### config.mk
export PLATFORM = sky130hd
export DESIGN_NAME = timer_channel_mode_and_value
export DESIGN_NICKNAME = d
export VERILOG_FILES = /design/src/hdl/timer_chan_pkg.sv /design/src/hdl/timer_channel_mode_and_value.sv
export SDC_FILE = /design/constraint.sdc
export NUM_CORES = 1
export LEC_CHECK = 0
export BUFFER_PORTS_ARGS = -buffer_cell sky130_fd_sc_hd__buf_2
export CAP_MARGIN = 20
export CORE_UTILIZATION = 45
export DETAILED_ROUTE_END_ITERATION = 8
export GPL_TIMING_DRIVEN = 1
export PLACE_DENSITY = 0.71
export SETUP_SLACK_MARGIN = 0.3
export SLEW_MARGIN = 20
export SYNTH_ARGS = -nofsm -noshare
export SYNTH_HDL_FRONTEND = slang
export SYNTH_SLANG_ARGS = --single-unit
### constraint.sdc
create_clock -name clk_sys_i -period 6 [get_ports clk_sys_i]
set_input_delay 0.6 -clock clk_sys_i [delete_from_list [all_inputs] [get_ports clk_sys_i]]
set_output_delay 0.6 -clock clk_sys_i [all_outputs]
set_load 0.005 [all_outputs]
### src/hdl/timer_chan_pkg.sv
// Functional notes
// - Center select clear and mode bit B set gives edge-aligned PWM, ignoring mode bit A.
// - Center select and mode bit B clear: mode bit A picks capture (0) or compare (1).
// - Edge/level field zero releases the pin; compare then is software compare only.
// - Capture edge: 01 rising only, 10 falling only, 11 either edge.
// - Compare match action: 00 none, 01 toggle, 10 drive low, 11 drive high.
// - Edge PWM: 10 gives high-true pulses cleared on match; X1 gives low-true pulses.
// - Center PWM: 10 clears on up-count match; X1 sets on up-count match.
// - Reset clears both bytes of the channel value.
// - Capture mode: reading either byte latches both; other byte comes from that buffer.
// - Any control/status write resets read and write byte latches, debug or not.
// - Capture mode ignores all software writes to the value bytes.
// - Debug mode freezes read latches even across reads, unless control is written.
// - Debug mode value reads return live register contents, not the buffer.
// - Compare/PWM byte writes go to a buffer; both bytes then move as one word.
// - Clock select zero updates the value immediately on the second byte write.
// - Clock selected, compare mode: buffered value moves at the next counter increment.
// - Clock selected, PWM: move on modulo-1 to modulo, or FFFE to FFFF free-running.
// - Debug byte writes go straight to the value and govern later compare/PWM.
// - Debug writes leave a partial buffered sequence intact for completion afterwards.
// - Global center select forces center PWM on all channels; clear means per-channel.
// - The two-bit counter clock select clears on reset, stopping the counter.
package timer_chan_pkg;

  ////////////////////////////////////////////////////////////////////////////
  // Register map, byte addresses of aligned words
  localparam logic [7:0]  OFS_CTRL      = 8'h00;
  localparam logic [7:0]  OFS_VAL_HI    = 8'h04;
  localparam logic [7:0]  OFS_VAL_LO    = 8'h08;
  localparam logic [7:0]  OFS_GLOBAL    = 8'h0C;

  // Field positions
  localparam int          CTRL_LSB      = 2;
  localparam int          CTRL_MSB      = 5;
  localparam int          CAS_BIT       = 0;
  localparam int          CLKS_LSB      = 1;
  localparam int          CLKS_MSB      = 2;

  // Reset values
  localparam logic [3:0]  CTRL_RST      = 4'h0;
  localparam logic [15:0] VALUE_RST     = 16'h0000;
  localparam logic [1:0]  CLKS_RST      = 2'h0;
  localparam logic        CAS_RST       = 1'b0;

  // Counter landmarks
  localparam logic [15:0] FREE_PRE_TOP  = 16'hFFFE;
  localparam logic [15:0] FREE_TOP      = 16'hFFFF;
  localparam logic [15:0] MOD_FREE      = 16'h0000;
  localparam logic [15:0] ONE_16        = 16'h0001;

  // Edge/level encodings
  localparam logic [1:0]  ELS_NONE      = 2'h0;
  localparam logic [1:0]  ELS_TOGGLE    = 2'h1;
  localparam logic [1:0]  ELS_CLEAR     = 2'h2;
  localparam logic [1:0]  ELS_SET       = 2'h3;

  // AHB-Lite codes
  localparam logic [2:0]  HSIZE_WORD    = 3'h2;
  localparam logic        HRESP_OKAY    = 1'b0;

  ////////////////////////////////////////////////////////////////////////////
  typedef enum logic [1:0] {
    MODE_CAPTURE    = 2'b00,
    MODE_COMPARE    = 2'b01,
    MODE_EDGE_PWM   = 2'b11,
    MODE_CENTER_PWM = 2'b10
  } chan_mode_e;

  typedef struct packed {
    logic mode_select_b;
    logic mode_select_a;
    logic edge_level_sel_hi;
    logic edge_level_sel_lo;
  } chan_ctrl_s;

  typedef struct packed {
    logic       valid;
    logic       write;
    logic [7:0] addr;
  } bus_phase_s;

endpackage

### src/hdl/timer_channel_mode_and_value.sv
// Added by the designer: the placing of the registers and the AHB-Lite register port.
module timer_channel_mode_and_value
  import timer_chan_pkg::*;
(
  input  wire logic        clk_sys_i,               // System clock, 125 MHz
  input  wire logic        rst_n_i,                 // Synchronous reset, active low
  input  wire logic        hsel_i,                  // AHB slave select
  input  wire logic [31:0] haddr_i,                 // AHB address
  input  wire logic [1:0]  htrans_i,                // AHB transfer type
  input  wire logic        hwrite_i,                // AHB write
  input  wire logic [2:0]  hsize_i,                 // AHB size
  input  wire logic [31:0] hwdata_i,                // AHB write data
  input  wire logic        hready_i,                // AHB bus ready
  output logic      [31:0] hrdata_o,                // AHB read data
  output logic             hreadyout_o,             // AHB slave ready
  output logic             hresp_o,                 // AHB response, always OKAY
  input  wire logic [15:0] count_i,                 // Shared counter value
  input  wire logic [15:0] modulo_i,                // Active modulo value
  input  wire logic        count_tick_i,            // Counter advances at this edge
  input  wire logic        count_up_i,              // Counter direction, high = up
  input  wire logic        debug_mode_i,            // Debug halt active
  input  wire logic        pin_i,                   // Channel pin level
  output logic             pin_o,                   // Channel pin drive value
  output logic             pin_oe_o,                // Channel pin owned by timer
  output logic      [1:0]  clock_select_o,          // Counter clock select to counter
  output logic             center_aligned_select_o, // Global center select to counter
  output logic             match_o,                 // Compare match pulse
  output logic             capture_o                // Capture event pulse
);

  ////////////////////////////////////////////////////////////////////////////
  // Decoding
  function automatic chan_mode_e decode_mode(input logic cas, input chan_ctrl_s c);
    if (cas)
      return MODE_CENTER_PWM;
    else if (c.mode_select_b)
      return MODE_EDGE_PWM;
    else if (c.mode_select_a)
      return MODE_COMPARE;
    else
      return MODE_CAPTURE;
  endfunction

  function automatic logic [15:0] put_byte(input logic [15:0] w, input logic hi, input logic [7:0] b);
    return hi ? {b, w[7:0]} : {w[15:8], b};
  endfunction

  ////////////////////////////////////////////////////////////////////////////
  // State
  chan_ctrl_s  ctrl_reg,       ctrl_next;
  logic        cas_reg,        cas_next;
  logic [1:0]  clks_reg,       clks_next;
  logic [15:0] value_reg,      value_next;
  logic [15:0] rd_buf_reg,     rd_buf_next;
  logic        rd_latched_reg, rd_latched_next;
  logic [15:0] wr_buf_reg,     wr_buf_next;
  logic        wr_hi_done_reg, wr_hi_done_next;
  logic        wr_lo_done_reg, wr_lo_done_next;
  logic        pend_reg,       pend_next;
  logic        pin_prev_reg;
  logic        out_reg,        out_next;
  logic        match_reg;
  logic        capture_reg;
  bus_phase_s  dp_reg,         dp_next;
  logic        rd_done_reg;
  logic [31:0] hrdata_reg;

  ////////////////////////////////////////////////////////////////////////////
  // AHB-Lite slave: writes take no wait state, reads one
  wire addr_take   = hsel_i && htrans_i[1] && hready_i && (hsize_i == HSIZE_WORD);
  wire dp_rd       = dp_reg.valid && !dp_reg.write;
  wire rd_strobe   = dp_rd && !rd_done_reg;
  wire wr_strobe   = dp_reg.valid && dp_reg.write;
  wire wr_ctrl     = wr_strobe && (dp_reg.addr == OFS_CTRL);
  wire wr_global   = wr_strobe && (dp_reg.addr == OFS_GLOBAL);
  wire wv_hi       = wr_strobe && (dp_reg.addr == OFS_VAL_HI);
  wire wv_lo       = wr_strobe && (dp_reg.addr == OFS_VAL_LO);
  wire rd_val      = rd_strobe && ((dp_reg.addr == OFS_VAL_HI) || (dp_reg.addr == OFS_VAL_LO));
  wire [7:0] wbyte = hwdata_i[7:0];

  assign dp_next     = hready_i ? '{valid: addr_take, write: hwrite_i, addr: haddr_i[7:0]} : dp_reg;
  assign hreadyout_o = !rd_strobe;
  assign hresp_o     = HRESP_OKAY;
  assign hrdata_o    = hrdata_reg;

  ////////////////////////////////////////////////////////////////////////////
  // Mode decode and counter landmarks
  wire chan_mode_e mode = decode_mode(cas_reg, ctrl_reg);
  wire [1:0]  els       = {ctrl_reg.edge_level_sel_hi, ctrl_reg.edge_level_sel_lo};
  wire        is_pwm    = (mode == MODE_EDGE_PWM) || (mode == MODE_CENTER_PWM);
  wire        wr_ok     = (mode != MODE_CAPTURE);
  wire [15:0] top       = (modulo_i == MOD_FREE) ? FREE_TOP : modulo_i;
  wire [15:0] pre_top   = (modulo_i == MOD_FREE) ? FREE_PRE_TOP : modulo_i - ONE_16;
  wire        period_end = count_tick_i && (count_i == top);

  ////////////////////////////////////////////////////////////////////////////
  // Read path; debug reads show the live value
  wire        use_buf  = rd_latched_reg && !debug_mode_i;
  wire [15:0] val_view = use_buf ? rd_buf_reg : value_reg;
  wire [31:0] rd_mux   = (dp_reg.addr == OFS_CTRL)   ? {26'h0, ctrl_reg, 2'h0} :
                         (dp_reg.addr == OFS_GLOBAL) ? {29'h0, clks_reg, cas_reg} :
                         (dp_reg.addr == OFS_VAL_HI) ? {24'h0, val_view[15:8]} :
                         (dp_reg.addr == OFS_VAL_LO) ? {24'h0, val_view[7:0]} : 32'h0;

  // First value read latches both bytes, the second read drains the buffer
  wire rd_step = rd_val && (mode == MODE_CAPTURE) && !debug_mode_i;
  assign rd_latched_next = wr_ctrl ? 1'b0 : (rd_step ? !rd_latched_reg : rd_latched_reg);
  assign rd_buf_next     = (rd_step && !rd_latched_reg) ? value_reg : rd_buf_reg;

  ////////////////////////////////////////////////////////////////////////////
  // Write coherency; debug writes bypass and leave the sequence alone
  wire buf_write = wr_ok && !debug_mode_i && (wv_hi || wv_lo);
  wire dbg_write = wr_ok && debug_mode_i && (wv_hi || wv_lo);
  wire hi_after  = wr_hi_done_reg || wv_hi;
  wire lo_after  = wr_lo_done_reg || wv_lo;
  wire pair_done = buf_write && hi_after && lo_after;
  wire clk_off   = (clks_reg == CLKS_RST);
  // A down-count pass of the landmark in center PWM is not a period boundary
  wire upd_point = (mode == MODE_COMPARE) ? count_tick_i :
                   (is_pwm && count_tick_i && (count_i == pre_top) &&
                    (count_up_i || (mode == MODE_EDGE_PWM)));
  wire xfer      = pend_reg && !pair_done && upd_point && !debug_mode_i;

  assign wr_buf_next     = buf_write ? put_byte(wr_buf_reg, wv_hi, wbyte) : wr_buf_reg;
  assign wr_hi_done_next = (wr_ctrl || pair_done) ? 1'b0 : (buf_write ? hi_after : wr_hi_done_reg);
  assign wr_lo_done_next = (wr_ctrl || pair_done) ? 1'b0 : (buf_write ? lo_after : wr_lo_done_reg);
  assign pend_next       = wr_ctrl ? 1'b0 : (pair_done && !clk_off) ? 1'b1 : (xfer ? 1'b0 : pend_reg);

  ////////////////////////////////////////////////////////////////////////////
  // Capture edge selection
  wire rise    = pin_i && !pin_prev_reg;
  wire fall    = !pin_i && pin_prev_reg;
  wire cap_evt = (mode == MODE_CAPTURE) &&
                 ((ctrl_reg.edge_level_sel_lo && rise) || (ctrl_reg.edge_level_sel_hi && fall));

  // Capture wins over everything; capture mode never has a write path
  assign value_next = cap_evt               ? count_i :
                      dbg_write             ? put_byte(value_reg, wv_hi, wbyte) :
                      (pair_done && clk_off) ? wr_buf_next :
                      xfer                  ? wr_buf_reg : value_reg;

  ////////////////////////////////////////////////////////////////////////////
  // Pin behaviour; a match is the end of the count equal to the value
  wire match_w   = wr_ok && count_tick_i && (count_i == value_reg);
  wire high_true = (els == ELS_CLEAR);

  always_comb
  begin
    out_next = out_reg;
    case (mode)
      MODE_COMPARE:
      begin
        if (match_w)
        begin
          case (els)
            ELS_TOGGLE: out_next = !out_reg;
            ELS_CLEAR:  out_next = 1'b0;
            ELS_SET:    out_next = 1'b1;
            default:    out_next = out_reg;
          endcase
        end
      end
      MODE_EDGE_PWM:
      begin
        if (period_end)
          out_next = high_true;
        else if (match_w)
          out_next = !high_true;
      end
      MODE_CENTER_PWM:
      begin
        // Down-count match drives the active level of the pulse
        if (match_w)
          out_next = count_up_i ? !high_true : high_true;
      end
      default:
        out_next = out_reg;
    endcase
  end

  // Capture only listens, so the timer never drives the pin there
  assign pin_oe_o                = (els != ELS_NONE) && (mode != MODE_CAPTURE);
  assign pin_o                   = out_reg;
  assign match_o                 = match_reg;
  assign capture_o               = capture_reg;
  assign clock_select_o          = clks_reg;
  assign center_aligned_select_o = cas_reg;

  ////////////////////////////////////////////////////////////////////////////
  // Configuration registers
  assign ctrl_next = wr_ctrl   ? chan_ctrl_s'(hwdata_i[CTRL_MSB:CTRL_LSB]) : ctrl_reg;
  assign cas_next  = wr_global ? hwdata_i[CAS_BIT] : cas_reg;
  assign clks_next = wr_global ? hwdata_i[CLKS_MSB:CLKS_LSB] : clks_reg;

  ////////////////////////////////////////////////////////////////////////////
  // Flip-flops
  always_ff @(posedge clk_sys_i)
  begin
    if (!rst_n_i)
    begin
      ctrl_reg   <= chan_ctrl_s'(CTRL_RST);
      cas_reg    <= CAS_RST;
      clks_reg   <= CLKS_RST;
      value_reg  <= VALUE_RST;
      dp_reg     <= '0;
    end
    else
    begin
      ctrl_reg   <= ctrl_next;
      cas_reg    <= cas_next;
      clks_reg   <= clks_next;
      value_reg  <= value_next;
      dp_reg     <= dp_next;
    end
  end

  always_ff @(posedge clk_sys_i)
  begin
    if (!rst_n_i)
    begin
      rd_buf_reg     <= VALUE_RST;
      rd_latched_reg <= 1'b0;
      wr_buf_reg     <= VALUE_RST;
      wr_hi_done_reg <= 1'b0;
      wr_lo_done_reg <= 1'b0;
      pend_reg       <= 1'b0;
    end
    else
    begin
      rd_buf_reg     <= rd_buf_next;
      rd_latched_reg <= rd_latched_next;
      wr_buf_reg     <= wr_buf_next;
      wr_hi_done_reg <= wr_hi_done_next;
      wr_lo_done_reg <= wr_lo_done_next;
      pend_reg       <= pend_next;
    end
  end

  // Edge history runs in every mode so a mode change cannot see a stale level
  always_ff @(posedge clk_sys_i)
  begin
    if (!rst_n_i)
    begin
      pin_prev_reg <= 1'b0;
      out_reg      <= 1'b0;
      match_reg    <= 1'b0;
      capture_reg  <= 1'b0;
      rd_done_reg  <= 1'b0;
      hrdata_reg   <= 32'h0;
    end
    else
    begin
      pin_prev_reg <= pin_i;
      out_reg      <= out_next;
      match_reg    <= match_w;
      capture_reg  <= cap_evt;
      rd_done_reg  <= rd_strobe;
      hrdata_reg   <= rd_strobe ? rd_mux : hrdata_reg;
    end
  end
endmodule

# Yosys cells after proc, flatten, opt, wreduce, memory -nomap -nowiden
# Cells that the tools add are included.
# W data, S select, Z words.
[totals] n_memories=0 latchBits=0 register_bits=106 word_cells=142 out_inout_bits=41 mem_bits_ro=0 ramBits=0
[op_classes] mux=27 eq_ne=19 shifts=0 n_lt_le_gt_ge=0 n_reduce_logical=71 n_bitwise=1 n_mul=0 addsub=1 div=0
[op_table] op="$mux W16" count=10
[op_table] op="$eq A16 B16 Y1" count=3
[op_table] op="$logic_and A1 B1 Y1" count=38
[op_table] op="$mux W8" count=4
[op_table] op="$eq A8 B4 Y1 const B" count=2
[op_table] op="$logic_not A16 Y1" count=1
[op_table] op="$sub A16 B1 Y16 const B" count=1
[op_table] op="$logic_not A1 Y1" count=11
[op_table] op="$mux W1" count=9
[op_table] op="$eq A2 B2 Y1 const B" count=4
[op_table] op="$eq A8 B3 Y1 const B" count=1
[op_table] op="$logic_not A8 Y1" count=1
[op_table] op="$logic_or A1 B1 Y1" count=8
[op_table] op="$ne A3 B2 Y1 const B" count=2
[op_table] op="$pmux W1 S3" count=2
[op_table] op="$reduce_bool A2 Y1" count=3
[op_table] op="$reduce_and A5 Y1" count=1
[op_table] op="$eq A2 B1 Y1 const B" count=2
[op_table] op="$logic_not A2 Y1" count=2
[op_table] op="$mux W2" count=2
[op_table] op="$ne A2 B2 Y1 const B" count=2
[op_table] op="$ne A4 B2 Y1 const B" count=1
[op_table] op="$reduce_and A2 Y1" count=2
[op_table] op="$reduce_bool A4 Y1" count=1
[op_table] op="other kinds (5)" count=6

# Logic depth before layout (Yosys ltp)
[depth] word_depth=16 depth_mapped=14 mapped_depth_nobuf=11

# Worst setup path after synthesis
# OpenSTA, ideal clock, no wires.
[synth_path] kind="input port to flip-flop" start="input modulo_i[2]" end="register value_reg[0]" path_slack_ns=2.659 required_ns=5.878 arrival_time_ns=3.220 cell_stages=10 path_cell_list="buf_6 or4_4 or4_4 and3_1 o21a_1 a2111oi_4 and3_1 buf_6 nor2_4 o311a_1"
[synth_between] elab_chain_len=10 elab_cells_between_ends=11 classes_between="add/sub (1); eq/ne (1); mux (2); reduce/logical (7)"
[synth_lines] element="start: declaration" line="timer_channel_mode_and_value.sv:18" source="input wire logic [15:0] modulo_i,"
[synth_lines] element="$sub A16 B1 Y16 / $logic_not A16 Y1 (equally long branches)" line="timer_channel_mode_and_value.sv:93" source="wire [15:0] pre_top = (modulo_i == MOD_FREE) ? FREE_PRE_TOP : modulo_i - ONE_16;"
[synth_lines] element="$mux W16 *" line="timer_channel_mode_and_value.sv:93"
[synth_lines] element="$eq A16 B16 Y1 *" line="timer_channel_mode_and_value.sv:120" source="(is_pwm && count_tick_i && (count_i == pre_top) &&"
[synth_lines] element="$logic_and A1 B1 Y1 * (2 in a row)" line="timer_channel_mode_and_value.sv:120"
[synth_lines] element="$mux W1 *" line="timer_channel_mode_and_value.sv:119" source="wire upd_point = (mode == MODE_COMPARE) ? count_tick_i :"
[synth_lines] element="$logic_and A1 B1 Y1 * (2 in a row)" line="timer_channel_mode_and_value.sv:122" source="wire xfer = pend_reg && !pair_done && upd_point && !debug_mode_i;"
[synth_lines] element="$reduce_bool A4 Y1 (no source line) *"
[synth_lines] element="$reduce_and A2 Y1 (no source line) *"
[synth_lines] element="end signal: assignment" line="timer_channel_mode_and_value.sv:212" source="value_reg <= value_next;"
[synth_lines] element="end: declaration" line="timer_channel_mode_and_value.sv:53" source="logic [15:0] value_reg, value_next;"
# Mark *: on every way between the ends. The rest lies on a longest branch, timed or not.
# A chain may end at the register's enable or synchronous reset.

# Final worst setup path
[layout_path] start="input modulo_i[0]" end="register value_reg[7]"
# Same word-level chain as after synthesis.

==> results.py <==
metrics = {
    "power": {
        "leakagePower_nw": 2.32,
        "finalPower_mw": 1.22,
        "p_per_area_mw_per_mm2": 205,
        "ir_worst_vdd_v": 0.000148,
    },
    "cells_and_area": {
        "antenna_cells": 0,
        "final_cell_mix": "nand2_1, dfxtp_1, buf_2",
        "drive_gt1_frac": 0.161,
        "final_common_cell": "nand2_1",
        "final_util": 0.518,
        "syn2layout_area_growth_pct": 11.4,
        "nets": 835,
        "fin_area_mm2": 0.00594,
    },
    "critical_path": {
        "critPathLaunch": "modulo_i[0]",
        "arrival_ns": 4.25,
        "crit_path_start_kind": "primary input",
        "path_class": "primary input to register",
        "reg2reg_from": "center_aligned_select_o",
        "worstSetupEndpointType": "register",
        "path_max_fanout": 17,
        "crit_required_ns": 6.22,
    },
    "die": {
        "fp.dieArea_mm2": 0.0123,
        "die_width_um": 111,
        "core_area_mm2": 0.0115,
        "die_h_um": 111,
        "io_pins": 151,
        "initial_core_util": 0.465,
        "rows": 39,
    },
    "yosys": {
        "synth_compound_area_frac": 0.192,
        "synth_cells": 674,
        "ys_seq_area_frac": 0.308,
        "ys_warn_count": 0,
        "synthSimpleGateAreaFrac": 0.270,
        "ys_seq_elements": 82,
        "synth_mux_area_frac": 0.0859,
        "ys.flop_type": "dfxtp_1",
        "synth_xor_area_frac": 0.0542,
        "yosys.area_share.adder": 0.00939,
        "synth_top_family_by_area": "simple AND/OR/NAND/NOR gates",
        "synth_edf_count": 0,
        "synth-async-reset-ratio": 0,
        "synthesis.area_mm2": 0.00533,
        "avgSynthCellArea_um2": 7.91,
        "synth_cell_type_count": 64,
    },
    "cts": {
        "numCtsBuffers": 9,
        "clock-root-buffer": "clkbuf_16",
        "cts_tree": "done",
        "cts.sinks": 82,
        "cts_resized": 0,
        "clkLatencyLatePin_ns": 0.34,
        "clk_transition_reported_paths_ns": 0.06,
        "clockBufferDepth": 2,
        "cts-htree-levels": 3,
        "post_cts.repair.setup_buffers": 0,
        "cts_hold_buf": 0,
    },
    "detailed_routing": {
        "detailroute.via_count": 5181,
        "drtAntennaViolNets": 0,
        "firstDrtPassIters": 5,
        "post_drt_wl_per_cell_um": 17.2,
        "vias_per_cell": 5.96,
        "first_iter_violations": 400,
        "wirelength_mm": 15.0,
        "drc_errors": 0,
    },
    "placed_design": {
        "post_dp_cell_area_mm2": 0.00564,
        "gp_congestion": 0.923,
        "port_buffers": 76,
        "hpwl_mm": 11.2,
    },
    "sta": {
        "fmax_mhz": 248,
        "fin_tns_setup_ns": 0,
        "slew_headroom": 0.350,
        "maxSlewViolCount": 0,
        "fin_crit_ns": 4.03,
        "period_share": 0.671,
        "grt_setup_unrepaired": "no",
        "finalSetupViolCount": 0,
        "finalClockSkew_ns": 0.00584,
        "holdWs_ns": 0.452,
        "tightest_slew_ns": 0.974,
        "hold_viol": 0,
    },
    "global_routing": {
        "track_usage": 0.244,
        "met2_usage": 0.399,
        "grt-busiest-layer": "met2",
        "antenna_found_initial": 0,
        "grt_max_degree": 60,
        "use_met3": 0.0426,
        "grt_pass1_vias": 4761,
        "gr-usage-met1": 0.326,
        "grt-ovfl-total": 0,
        "grt_pass1_wl_mm": 24.1,
    },
    "status": {
        "status": "complete, no violations",
    },
    "run": {
        "cap_violations": 0,
    },
    "worst_hold_path": {
        "hp-start": "wr_buf_reg[5]",
        "hp-class": "register to register",
    },
}
[layout make-up]
cell class / count / area, µm²
Clock buffer: 11 / 253
Tap cell: 143 / 179
Sequential cell: 82 / 1640
Multi-Input combinational cell: 535 / 3370
Fill cell: 1064 / 5530
Inverter: 14 / 52.6
Timing Repair Buffer: 79 / 403
Clock inverter: 5 / 36.3
[kinds of logic (layout without fill, tap and decap cells)]
family                     count (synthesis)  after routing
adders and majority gates                  4              4
xor gates and xnor gates                  33             33
buffers and inverters                     81            109
DFF                                       82             82
and+or+nand+nor                          281            281
other                                      1             25
AOI/OAI and AO/OA                        148            148
muxes                                     44             44
[through the flow]
step                      instances  setup slack (ns)
after floorplan                 698              2.66
after global placement          853              1.78
after detailed placement        853              1.67
after CTS                       869              2.01
after global routing            869              1.69
final                           869              1.97
[Yosys cell counts, types with 7 or more instances]
| library cell | instances | area, µm² |
|---|---|---|
| nor4_1 | 11 | 68.8 |
| nand4_1 | 13 | 81.3 |
| nor2_1 | 54 | 203 |
| dfxtp_1 | 82 | 1640 |
| o21ai_0 | 21 | 105 |
| xor2_1 | 11 | 96.3 |
| a22o_1 | 17 | 149 |
| nand2_1 | 89 | 334 |
| nor2b_1 | 9 | 56.3 |
| and2_1 | 18 | 113 |
| inv_1 | 13 | 48.8 |
| or3_1 | 20 | 125 |
| nand2b_1 | 7 | 43.8 |
| nand3_1 | 17 | 85.1 |
| o311a_1 | 15 | 150 |
| nor3_1 | 10 | 50.1 |
| xnor2_1 | 22 | 193 |
| clkbuf_1 | 36 | 135 |
| mux2i_1 | 39 | 390 |
| buf_4 | 27 | 203 |
| a21oi_1 | 47 | 235 |
| a22oi_1 | 8 | 60.1 |
| and3_1 | 8 | 50.1 |
[worst paths after layout]
| path | to | slack (ns) | depth (start not counted) |
|---|---|---|---|
| hold reg to reg | wr_buf_reg[5] | 0.45 | 2 |
| setup reg to reg | value_reg[7] | 2.65 | 9 |
| hold / removal | wr_buf_reg[5] | 0.45 | 2 |
| setup / recovery | value_reg[7] | 1.97 | 12 |
[power breakdown]
group | total [mW] | internal, mW | switching (mW)
combinational | 0.136 | 0.0504 | 0.0852
clock | 0.530 | 0.305 | 0.225
sequential | 0.554 | 0.548 | 0.00550
total | 1.22 | 0.904 | 0.316
[critical path: stages]
cell	delay (ns)
buf_2	0.15
inv_1	0.10
ha_1	0.46
nor3b_1	0.30
nand4_1	0.34
and3_1	0.31
nor4_1	0.28
nand4_1	0.19
a2111oi_4	0.33
and3_1	0.65
nor2_4	0.16
o311a_1	0.39
[per-layer routing]
layer / vias to the layer above / share of wire
met5: - / 0
met4: 0 / 0.025
met3: 32 / 0.069
met2: 219 / 0.47
met1: 2457 / 0.44
li1: 2473 / -
Note: power is estimated with default switching activity, not from simulation.
